`config.mk`:
```
export PLATFORM = sky130hd
export DESIGN_NAME = cvsl_layout
export DESIGN_NICKNAME = d
export VERILOG_FILES = /design/src/cvsl_pkg.sv /design/src/cvsl_align.sv /design/src/cvsl_layout.sv
export VERILOG_INCLUDE_DIRS = /design/src
export SDC_FILE = /design/constraint.sdc
export NUM_CORES = 2
export LEC_CHECK = 0
export BUFFER_PORTS_ARGS = -buffer_cell sky130_fd_sc_hd__buf_2
export CAP_MARGIN = 10
export CORE_MARGIN = 3
export CORE_UTILIZATION = 45
export CTS_BUF_LIST = sky130_fd_sc_hd__clkbuf_8
export CTS_CLUSTER_DIAMETER = 40
export DETAILED_ROUTE_END_ITERATION = 6
export PLACE_DENSITY = 0.59
export SLEW_MARGIN = 20
export SYNTH_ARGS = -nofsm -noshare
export SYNTH_HDL_FRONTEND = slang
export SYNTH_SLANG_ARGS = --single-unit
```
`constraint.sdc`:
```
create_clock -name clk -period 85.6 [get_ports clk]
set_clock_uncertainty 0.15 [all_clocks]
set_input_delay 17.12 -clock clk [delete_from_list [all_inputs] [get_ports clk]]
set_output_delay 17.12 -clock clk [all_outputs]
set_load 0.01 [all_outputs]
```
`src/cvsl_defs.svh`:
```
`ifndef CVSL_DEFS_SVH
`define CVSL_DEFS_SVH
`define CVSL_CUBE_FACES 6
`define CVSL_ALIGN_W_BC 4
`define CVSL_ALIGN_H_BC 4
`define CVSL_ALIGN_W_CMP 8
`define CVSL_ALIGN_H_CMP 4
`define CVSL_ALIGN_W_STD 4
`define CVSL_ALIGN_H_STD 2
`define CVSL_ALIGN_H_STENCIL 4
`define CVSL_ROWS_CMP 4
`endif

```
`src/cvsl_pkg.sv`:
```
package cvsl_pkg;
   typedef enum logic [1:0] {CVSL_FMT_STD, CVSL_FMT_BC, CVSL_FMT_CMP, CVSL_FMT_STENCIL} cvsl_fmt_e;
   typedef enum {CVSL_IDLE, CVSL_WALK, CVSL_ADDR, CVSL_DONE} cvsl_state_e;
endpackage

```
`src/cvsl_align.sv`:
```
`include "cvsl_defs.svh"
module cvsl_align
   import cvsl_pkg::*;
(
   // Format
   input wire cvsl_fmt_e fmt,
   // Units
   output logic [3:0] unit_w,
   output logic [3:0] unit_h,
   output logic [2:0] rows_per_mem
);
   always_comb begin
      unit_w = 4'(`CVSL_ALIGN_W_STD); // [RL22]
      unit_h = 4'(`CVSL_ALIGN_H_STD);
      rows_per_mem = 3'h1;
      unique case (fmt)
         CVSL_FMT_BC: begin
            unit_w = 4'(`CVSL_ALIGN_W_BC);
            unit_h = 4'(`CVSL_ALIGN_H_BC);
         end
         CVSL_FMT_CMP: begin
            unit_w = 4'(`CVSL_ALIGN_W_CMP);
            unit_h = 4'(`CVSL_ALIGN_H_CMP);
            rows_per_mem = 3'(`CVSL_ROWS_CMP);
         end
         CVSL_FMT_STENCIL: unit_h = 4'(`CVSL_ALIGN_H_STENCIL);
         CVSL_FMT_STD: ;
      endcase
   end
endmodule

```
`src/cvsl_layout.sv`:
```
`include "cvsl_defs.svh"
// Summary of operation
// [RL1] A cube is a two-dimensional array of exactly six slices.
// [RL2] Face index 0..5 maps to +X,-X,+Y,-Y,+Z,-Z.
// [RL3] Cube layout never depends on mip count or enabled faces.
// [RL4] Software gives all six faces one format; one format input serves them.
// [RL5] Level sizes are base shifted by level, never below one.
// [RL6] Width and height round up to the alignment unit.
// [RL7] Depth is never rounded to alignment.
// [RL8] Level zero planes stack vertically at x zero.
// [RL9] Level L planes sit 2^L wide below all earlier levels.
// [RL10] Plane base plus in-plane coordinate gives the texel position.
// [RL11] Software picks a pitch wide enough for the widest plane row.
// [RL12] Texels outside the surface never affect the result.
// [RL13] A fetch touching an unmapped page raises a translation error.
// [RL14] Software maps the surface extended to alignment units.
// [RL15] Software pads buffers to 256 elements plus 16 bytes.
// [RL16] Software reserves two extra rows below cube surfaces.
// [RL17] Compressed padding reaches eight rows; alignment stays four.
// [RL18] YUV, 96 and 48 bpt surfaces get a row plus 16 bytes more; the page model pads only YUV surfaces.
// [RL19] Out-of-surface data-port pixels are never returned.
// [RL20] Software adds one row under odd-height render surfaces.
// [RL21] Field-mode surfaces are padded to a multiple of four rows.
// [RL22] Alignment units depend on the format family.
// [RL23] Address is base plus row times pitch over t plus column terms.
// [RL24] Translation errors are sticky, observable, clearable, with the address.
module cvsl_layout
   import cvsl_pkg::*;
#(
   parameter int DIM_W = 14,
   parameter int LVL_W = 4,
   parameter int ADDR_W = 32
) (
   // Clock and reset
   input wire logic clk,
   input wire logic nrst,
   // Request
   input wire logic req_valid,
   output logic req_ready,
   input wire logic is_cube,
   input wire cvsl_fmt_e fmt,
   input wire logic [DIM_W-1:0] base_w,
   input wire logic [DIM_W-1:0] base_h,
   input wire logic [DIM_W-1:0] base_d,
   input wire logic [LVL_W-1:0] detail_level,
   input wire logic [DIM_W-1:0] plane,
   input wire logic [DIM_W-1:0] array_slice_stride,
   input wire logic [DIM_W-1:0] tex_x,
   input wire logic [DIM_W-1:0] tex_y,
   input wire logic [ADDR_W-1:0] surf_base,
   input wire logic [ADDR_W-1:0] pitch,
   input wire logic [4:0] bytes_per_texel,
   // Result
   output logic resp_valid,
   output logic [ADDR_W-1:0] resp_addr,
   output logic [DIM_W-1:0] resp_w,
   output logic [DIM_W-1:0] resp_h,
   output logic [DIM_W-1:0] resp_d,
   output logic resp_in_surface,
   // Page check
   input wire logic fetch_valid,
   input wire logic [ADDR_W-1:0] fetch_addr,
   input wire logic fetch_page_ok,
   input wire logic fetch_in_surface,
   input wire logic [31:0] fetch_data,
   output logic [31:0] use_data,
   output logic use_valid,
   // Fault status
   output logic xlate_err,
   output logic [ADDR_W-1:0] xlate_err_addr,
   input wire logic xlate_err_clr
);
   typedef struct packed {
      cvsl_state_e state;
      logic [LVL_W-1:0] lvl;
      logic [DIM_W-1:0] y_acc;
      logic [DIM_W-1:0] px;
      logic [DIM_W-1:0] py;
      logic [DIM_W-1:0] lw;
      logic [DIM_W-1:0] lh;
      logic [DIM_W-1:0] ld;
      logic resp_valid;
      logic [ADDR_W-1:0] resp_addr;
      logic in_surf;
      logic use_valid;
      logic [31:0] use_data;
      logic err;
      logic [ADDR_W-1:0] err_addr;
   } cvsl_regs_s;

   cvsl_regs_s r, next_r;
   logic [3:0] unit_w, unit_h;
   logic [2:0] rows_mem;

   cvsl_align u_align (
      .fmt(fmt),
      .unit_w(unit_w),
      .unit_h(unit_h),
      .rows_per_mem(rows_mem)
   );

   function automatic logic [DIM_W-1:0] lvl_dim(input logic [DIM_W-1:0] b,
                                                input logic [LVL_W-1:0] l);
      logic [DIM_W-1:0] s;
      s = b >> l;
      return (s == '0) ? DIM_W'(1) : s; // [RL5]
   endfunction

   function automatic logic [DIM_W-1:0] round_up(input logic [DIM_W-1:0] v,
                                                 input logic [3:0] u);
      return DIM_W'(((v + DIM_W'(u) - DIM_W'(1)) / DIM_W'(u)) * DIM_W'(u)); // [RL6]
   endfunction

   logic [DIM_W-1:0] cur_d, cur_h, per_row, rows_lvl, slice_d, lvl_mask;
   always_comb begin
      cur_d = lvl_dim(base_d, r.lvl); // [RL7]
      cur_h = round_up(lvl_dim(base_h, r.lvl), unit_h);
      per_row = DIM_W'(1) << r.lvl;
      lvl_mask = per_row - DIM_W'(1);
      rows_lvl = (cur_d + lvl_mask) >> r.lvl;
      slice_d = is_cube ? DIM_W'(`CVSL_CUBE_FACES) : lvl_dim(base_d, detail_level); // [RL1]
   end

   always_comb begin
      next_r = r;
      next_r.resp_valid = 1'b0;
      next_r.use_valid = fetch_valid && fetch_in_surface; // [RL12] [RL19]
      next_r.use_data = (fetch_valid && fetch_in_surface) ? fetch_data : r.use_data;
      unique case (r.state)
         CVSL_IDLE: if (req_valid) begin
            next_r.lvl = '0;
            next_r.y_acc = '0;
            next_r.lw = round_up(lvl_dim(base_w, detail_level), unit_w);
            next_r.lh = round_up(lvl_dim(base_h, detail_level), unit_h);
            next_r.ld = slice_d;
            next_r.state = is_cube ? CVSL_ADDR : CVSL_WALK; // [RL3]
            next_r.px = '0;
            next_r.py = is_cube ? DIM_W'(plane * array_slice_stride) : '0; // [RL2]
         end
         CVSL_WALK: begin
            if (r.lvl == detail_level) begin
               next_r.px = DIM_W'((plane & lvl_mask) * r.lw); // [RL8] [RL9]
               next_r.py = DIM_W'(r.y_acc + (plane >> r.lvl) * cur_h);
               next_r.state = CVSL_ADDR;
            end else begin
               next_r.y_acc = DIM_W'(r.y_acc + rows_lvl * cur_h); // [RL9]
               next_r.lvl = r.lvl + LVL_W'(1);
            end
         end
         CVSL_ADDR: begin
            next_r.resp_addr = ADDR_W'(surf_base
               + ((r.py + tex_y) * pitch) / ADDR_W'(rows_mem)
               + (r.px + tex_x) * bytes_per_texel * rows_mem); // [RL10] [RL23]
            next_r.in_surf = (plane < r.ld) && (tex_x < r.lw) && (tex_y < r.lh);
            next_r.state = CVSL_DONE;
         end
         CVSL_DONE: begin
            next_r.resp_valid = 1'b1;
            next_r.state = CVSL_IDLE;
         end
      endcase
      if (xlate_err_clr) next_r.err = 1'b0;
      if (fetch_valid && !fetch_page_ok) begin
         next_r.err = 1'b1; // [RL13] [RL24]
         next_r.err_addr = fetch_addr;
      end
   end

   always_ff @(posedge clk or negedge nrst) begin
      if (!nrst) r <= '0;
      else r <= next_r;
   end

   assign req_ready = (r.state == CVSL_IDLE);
   assign resp_valid = r.resp_valid;
   assign resp_addr = r.resp_addr;
   assign resp_w = r.lw;
   assign resp_h = r.lh;
   assign resp_d = r.ld;
   assign resp_in_surface = r.in_surf;
   assign use_valid = r.use_valid;
   assign use_data = r.use_data;
   assign xlate_err = r.err;
   assign xlate_err_addr = r.err_addr;

   a_err_sets: assert property (@(posedge clk) disable iff (!nrst) // [RL13]
      fetch_valid && !fetch_page_ok |=> xlate_err && xlate_err_addr == $past(fetch_addr))
      else $error("translation error not raised");
   a_err_sticky: assert property (@(posedge clk) disable iff (!nrst) // [RL24]
      xlate_err && !xlate_err_clr |=> xlate_err)
      else $error("translation error lost");
   a_outside_hidden: assert property (@(posedge clk) disable iff (!nrst) // [RL12]
      fetch_valid && !fetch_in_surface |=> !use_valid)
      else $error("outside texel used");
   a_inside_passes: assert property (@(posedge clk) disable iff (!nrst) // [RL19]
      fetch_valid && fetch_in_surface |=> use_valid && use_data == $past(fetch_data))
      else $error("inside texel dropped");
   a_cube_six: assert property (@(posedge clk) disable iff (!nrst) // [RL1]
      req_valid && req_ready && is_cube |-> ##3 resp_valid && resp_d == DIM_W'(6))
      else $error("cube depth not six");
   a_depth_min: assert property (@(posedge clk) disable iff (!nrst) // [RL5]
      resp_valid |-> resp_d != '0)
      else $error("level depth zero");
   a_width_align: assert property (@(posedge clk) disable iff (!nrst) // [RL6]
      resp_valid && fmt == CVSL_FMT_STD |-> resp_w[1:0] == 2'h0 && resp_h[0] == 1'b0)
      else $error("level not aligned");
   a_lvl0_walk: assert property (@(posedge clk) disable iff (!nrst) // [RL8]
      req_valid && req_ready && !is_cube && detail_level == '0 |-> ##4 resp_valid)
      else $error("level zero latency wrong");
   a_outside_keep: assert property (@(posedge clk) disable iff (!nrst) // [RL12]
      fetch_valid && !fetch_in_surface |=> $stable(use_data))
      else $error("outside texel reached data");
   a_err_clears: assert property (@(posedge clk) disable iff (!nrst) // [RL24]
      xlate_err_clr && !(fetch_valid && !fetch_page_ok) |=> !xlate_err)
      else $error("translation error not cleared");
   a_lvl2_walk: assert property (@(posedge clk) disable iff (!nrst) // [RL9]
      req_valid && req_ready && !is_cube && detail_level == LVL_W'(2) |-> ##6 resp_valid)
      else $error("level two latency wrong");

   c_cube: cover property (@(posedge clk) resp_valid && resp_d == DIM_W'(6));
   c_volume: cover property (@(posedge clk) resp_valid && r.lvl > LVL_W'(1));
   c_fault: cover property (@(posedge clk) fetch_valid && !fetch_page_ok);
   c_clear: cover property (@(posedge clk) xlate_err && xlate_err_clr);
endmodule

```
==> impl_metrics.py <==
metrics = {
    "outcome": {
        "status": "finished, final reports clean",
    },
    "detailed_routing": {
        "wirelength_mm": 219,
        "drt_iter0_drc": 4361,
        "first_pass_iters": 5,
        "routedWlPerCell_um": 21.0,
        "ant_nets": 0,
        "drc": 0,
        "via_per_inst": 5.82,
        "vias": 60470,
    },
    "yosys": {
        "yosysSeqAreaShare_pct": 6.89,
        "ys_seq_elements": 184,
        "synth.cell_area_sq_um": 66800,
        "synth.distinct_cells": 208,
        "synth_top_flop_cell": "dfrtp_1",
        "synthCells": 8351,
        "ys_async_sr_fraction_pct": 100,
        "synth_edf_count": 0,
        "ys_warn_count": 0,
        "syn_avg_cell_area_sq_um": 8.00,
    },
    "layout": {
        "layout_common_cells": "inv_1 (994), nand2_1 (938), ha_1 (585)",
        "final_util_pct": 48.0,
        "final_nets": 9865,
        "instances_no_fill": 10391,
        "num-fill-cells": 14651,
        "multi_input_area_sq_um": 56200,
        "seq_area_sq_um": 4610,
        "area_growth_pct": 5.27,
        "layout-drive-gt1-share_pct": 14.8,
        "final_common_cell": "inv_1",
    },
    "worst_setup_path": {
        "r2r_cells": 278,
        "r2r-end": "resp_addr[30]",
        "worst_ep_required_time_ps": 85940,
        "critPathMaxFanout": 19,
        "crit_type": "in2reg",
        "reg2reg_from": "r[146]",
        "crit_top_cell": "ha_1",
        "start_kind": "input port",
        "timing.critical_path.arrival_ps": 82030,
        "rrSetupSlack_ps": 19810,
        "endpoint_kind": "register",
        "crit_slowest_cell": "or4_2",
        "max_stage_delay_ps": 670,
    },
    "clock_network": {
        "cts_tree": "yes",
        "cts_max_level": 4,
        "path_clk_slew_ps": 110,
        "clk_latency_ps": 600,
        "ctsHoldBuffers": 0,
        "clock_sinks": 184,
        "cts_max_path_buffers": 2,
        "cts-buffers-inserted": 17,
        "cts_root_buf": "clkbuf_8",
    },
    "global_routing": {
        "grt_start_max_net_pins": 76,
        "grt_antenna_before_repair": 21,
        "overflow": 0,
        "grt_pass1_wl_mm": 345,
        "grt_util_all_layers_pct": 28.4,
        "grt_pass1_vias": 59683,
    },
    "place": {
        "dp_hpwl_mm": 182,
        "placed_cells": 10315,
        "gp_congestion": 0.994,
        "numPortBuffers": 384,
    },
    "timing": {
        "worst_slew_pin_slew_ps": 1030,
        "slew_viol_final": 0,
        "relSlewSlack_pct": 29.5,
        "fin_crit_sh_pct": 95.4,
        "maxClockFrequency_mhz": 12.2,
        "fin_crit_ps": 81690,
        "setup_viol": 0,
        "final_hold_viol_count": 0,
    },
    "hold_path": {
        "whs_path_depth": 1,
        "hp-class": "reg2reg",
        "min-delay-start": "xlate_err",
        "holdPathEnd": "xlate_err",
    },
    "floorplanning": {
        "num_io_pins": 388,
        "row_count": 140,
        "start_util_pct": 45.6,
        "die_y_um": 391,
        "fp.dieW_um": 391,
        "fp.coreArea_sq_um": 147000,
        "die_area_sq_um": 153000,
    },
    "run": {
        "maxCapViolations": 0,
    },
}
-- routing by layer --
metal  vias up  share of wire [%]  GRT usage [%]
met5         -              0.012              0
met4         4                3.3           8.77
met3       258                5.9           3.44
met2      1830                 46           46.2
met1     29593                 45           39.2
li1      28785                  -              -
-- logic make-up (layout without fill, tap and decap cells) --
logic type | Yosys count | count (layout) | synth area share, %
fa+ha+maj | 1183 | 1183 | 28.7
other cells | 2 | 44 | 0.0112
mux | 315 | 315 | 5.15
buf+inv | 1459 | 1540 | 9.77
xor+xnor | 529 | 529 | 7.24
compound gates | 1815 | 1815 | 19.7
simple gates | 2864 | 2864 | 22.5
flops | 184 | 184 | 6.89
-- sequential cells by signal, indices dropped and copies added, names as in the netlist --
name             flops
use_valid            1
resp_addr           32
r                   45
resp_h              13
xlate_err_addr      32
resp_valid           1
resp_in_surface      1
xlate_err            1
use_data            32
resp_d              14
resp_w              12
-- cells in the mapped netlist, drive strengths merged (212+ instances only) --
| library cell | instances | area (sq um) |
|---|---|---|
| nor3 | 213 | 1180 |
| clkbuf | 212 | 861 |
| buf | 236 | 1830 |
| nand2 | 955 | 3640 |
| xnor2 | 379 | 3410 |
| nor2 | 535 | 2080 |
| and2 | 299 | 1900 |
| fa | 582 | 11700 |
| a21oi | 447 | 2300 |
| inv | 1003 | 3780 |
| ha | 595 | 7440 |
| o21ai | 369 | 1940 |
-- worst max-delay path by stage --
stage / start / to / cells after the start
floorplan: tex_y[4] / resp_addr[30] / 295
global placement: tex_y[7] / resp_addr[30] / 276
detailed placement: tex_y[7] / resp_addr[30] / 276
CTS: tex_y[7] / resp_addr[30] / 276
global route: tex_y[0] / resp_addr[30] / 282
finish: tex_y[4] / resp_addr[30] / 279
-- per-stage QoR --
step                      instance area [sq um]  setup slack [ps]  setup TNS, ps  hold WS (ps)
after floorplan                           66900              6060              0           304
after global placement                    69200              1880              0           314
after detailed placement                  69200              -316           -334           318
after CTS                                 69700               123              0           345
after global routing                      70300              -162           -231           375
final                                     70300              3910              0           338
-- worst max-delay path, delay by kind of cell --
family | cells | cell delay [ps]
simple gates | 76 | 16730
xor+xnor | 23 | 5160
mux | 5 | 1110
compound gates | 110 | 24360
fa+ha+maj | 40 | 14260
buf+inv | 25 | 3170
-- what timing repair did --
item / in CTS / in global routing
setup endpoints to repair: 0 / 31
gates resized for setup: 0 / 76
setup buffers: 0 / 26
-- cell type report --
cell class	count	share of cell area (%)
flip-flops and latches	184	6.55
repair buffers	500	4.01
inverters	1009	5.42
clock buffers	17	0.333
diodes	19	0.0676
clock inverters	14	0.263
multi-input cells	6731	79.9
well taps	1917	3.41
Power is not shown: default switching activity piles up to over one toggle a cycle in this logic, so the estimate is an artifact.
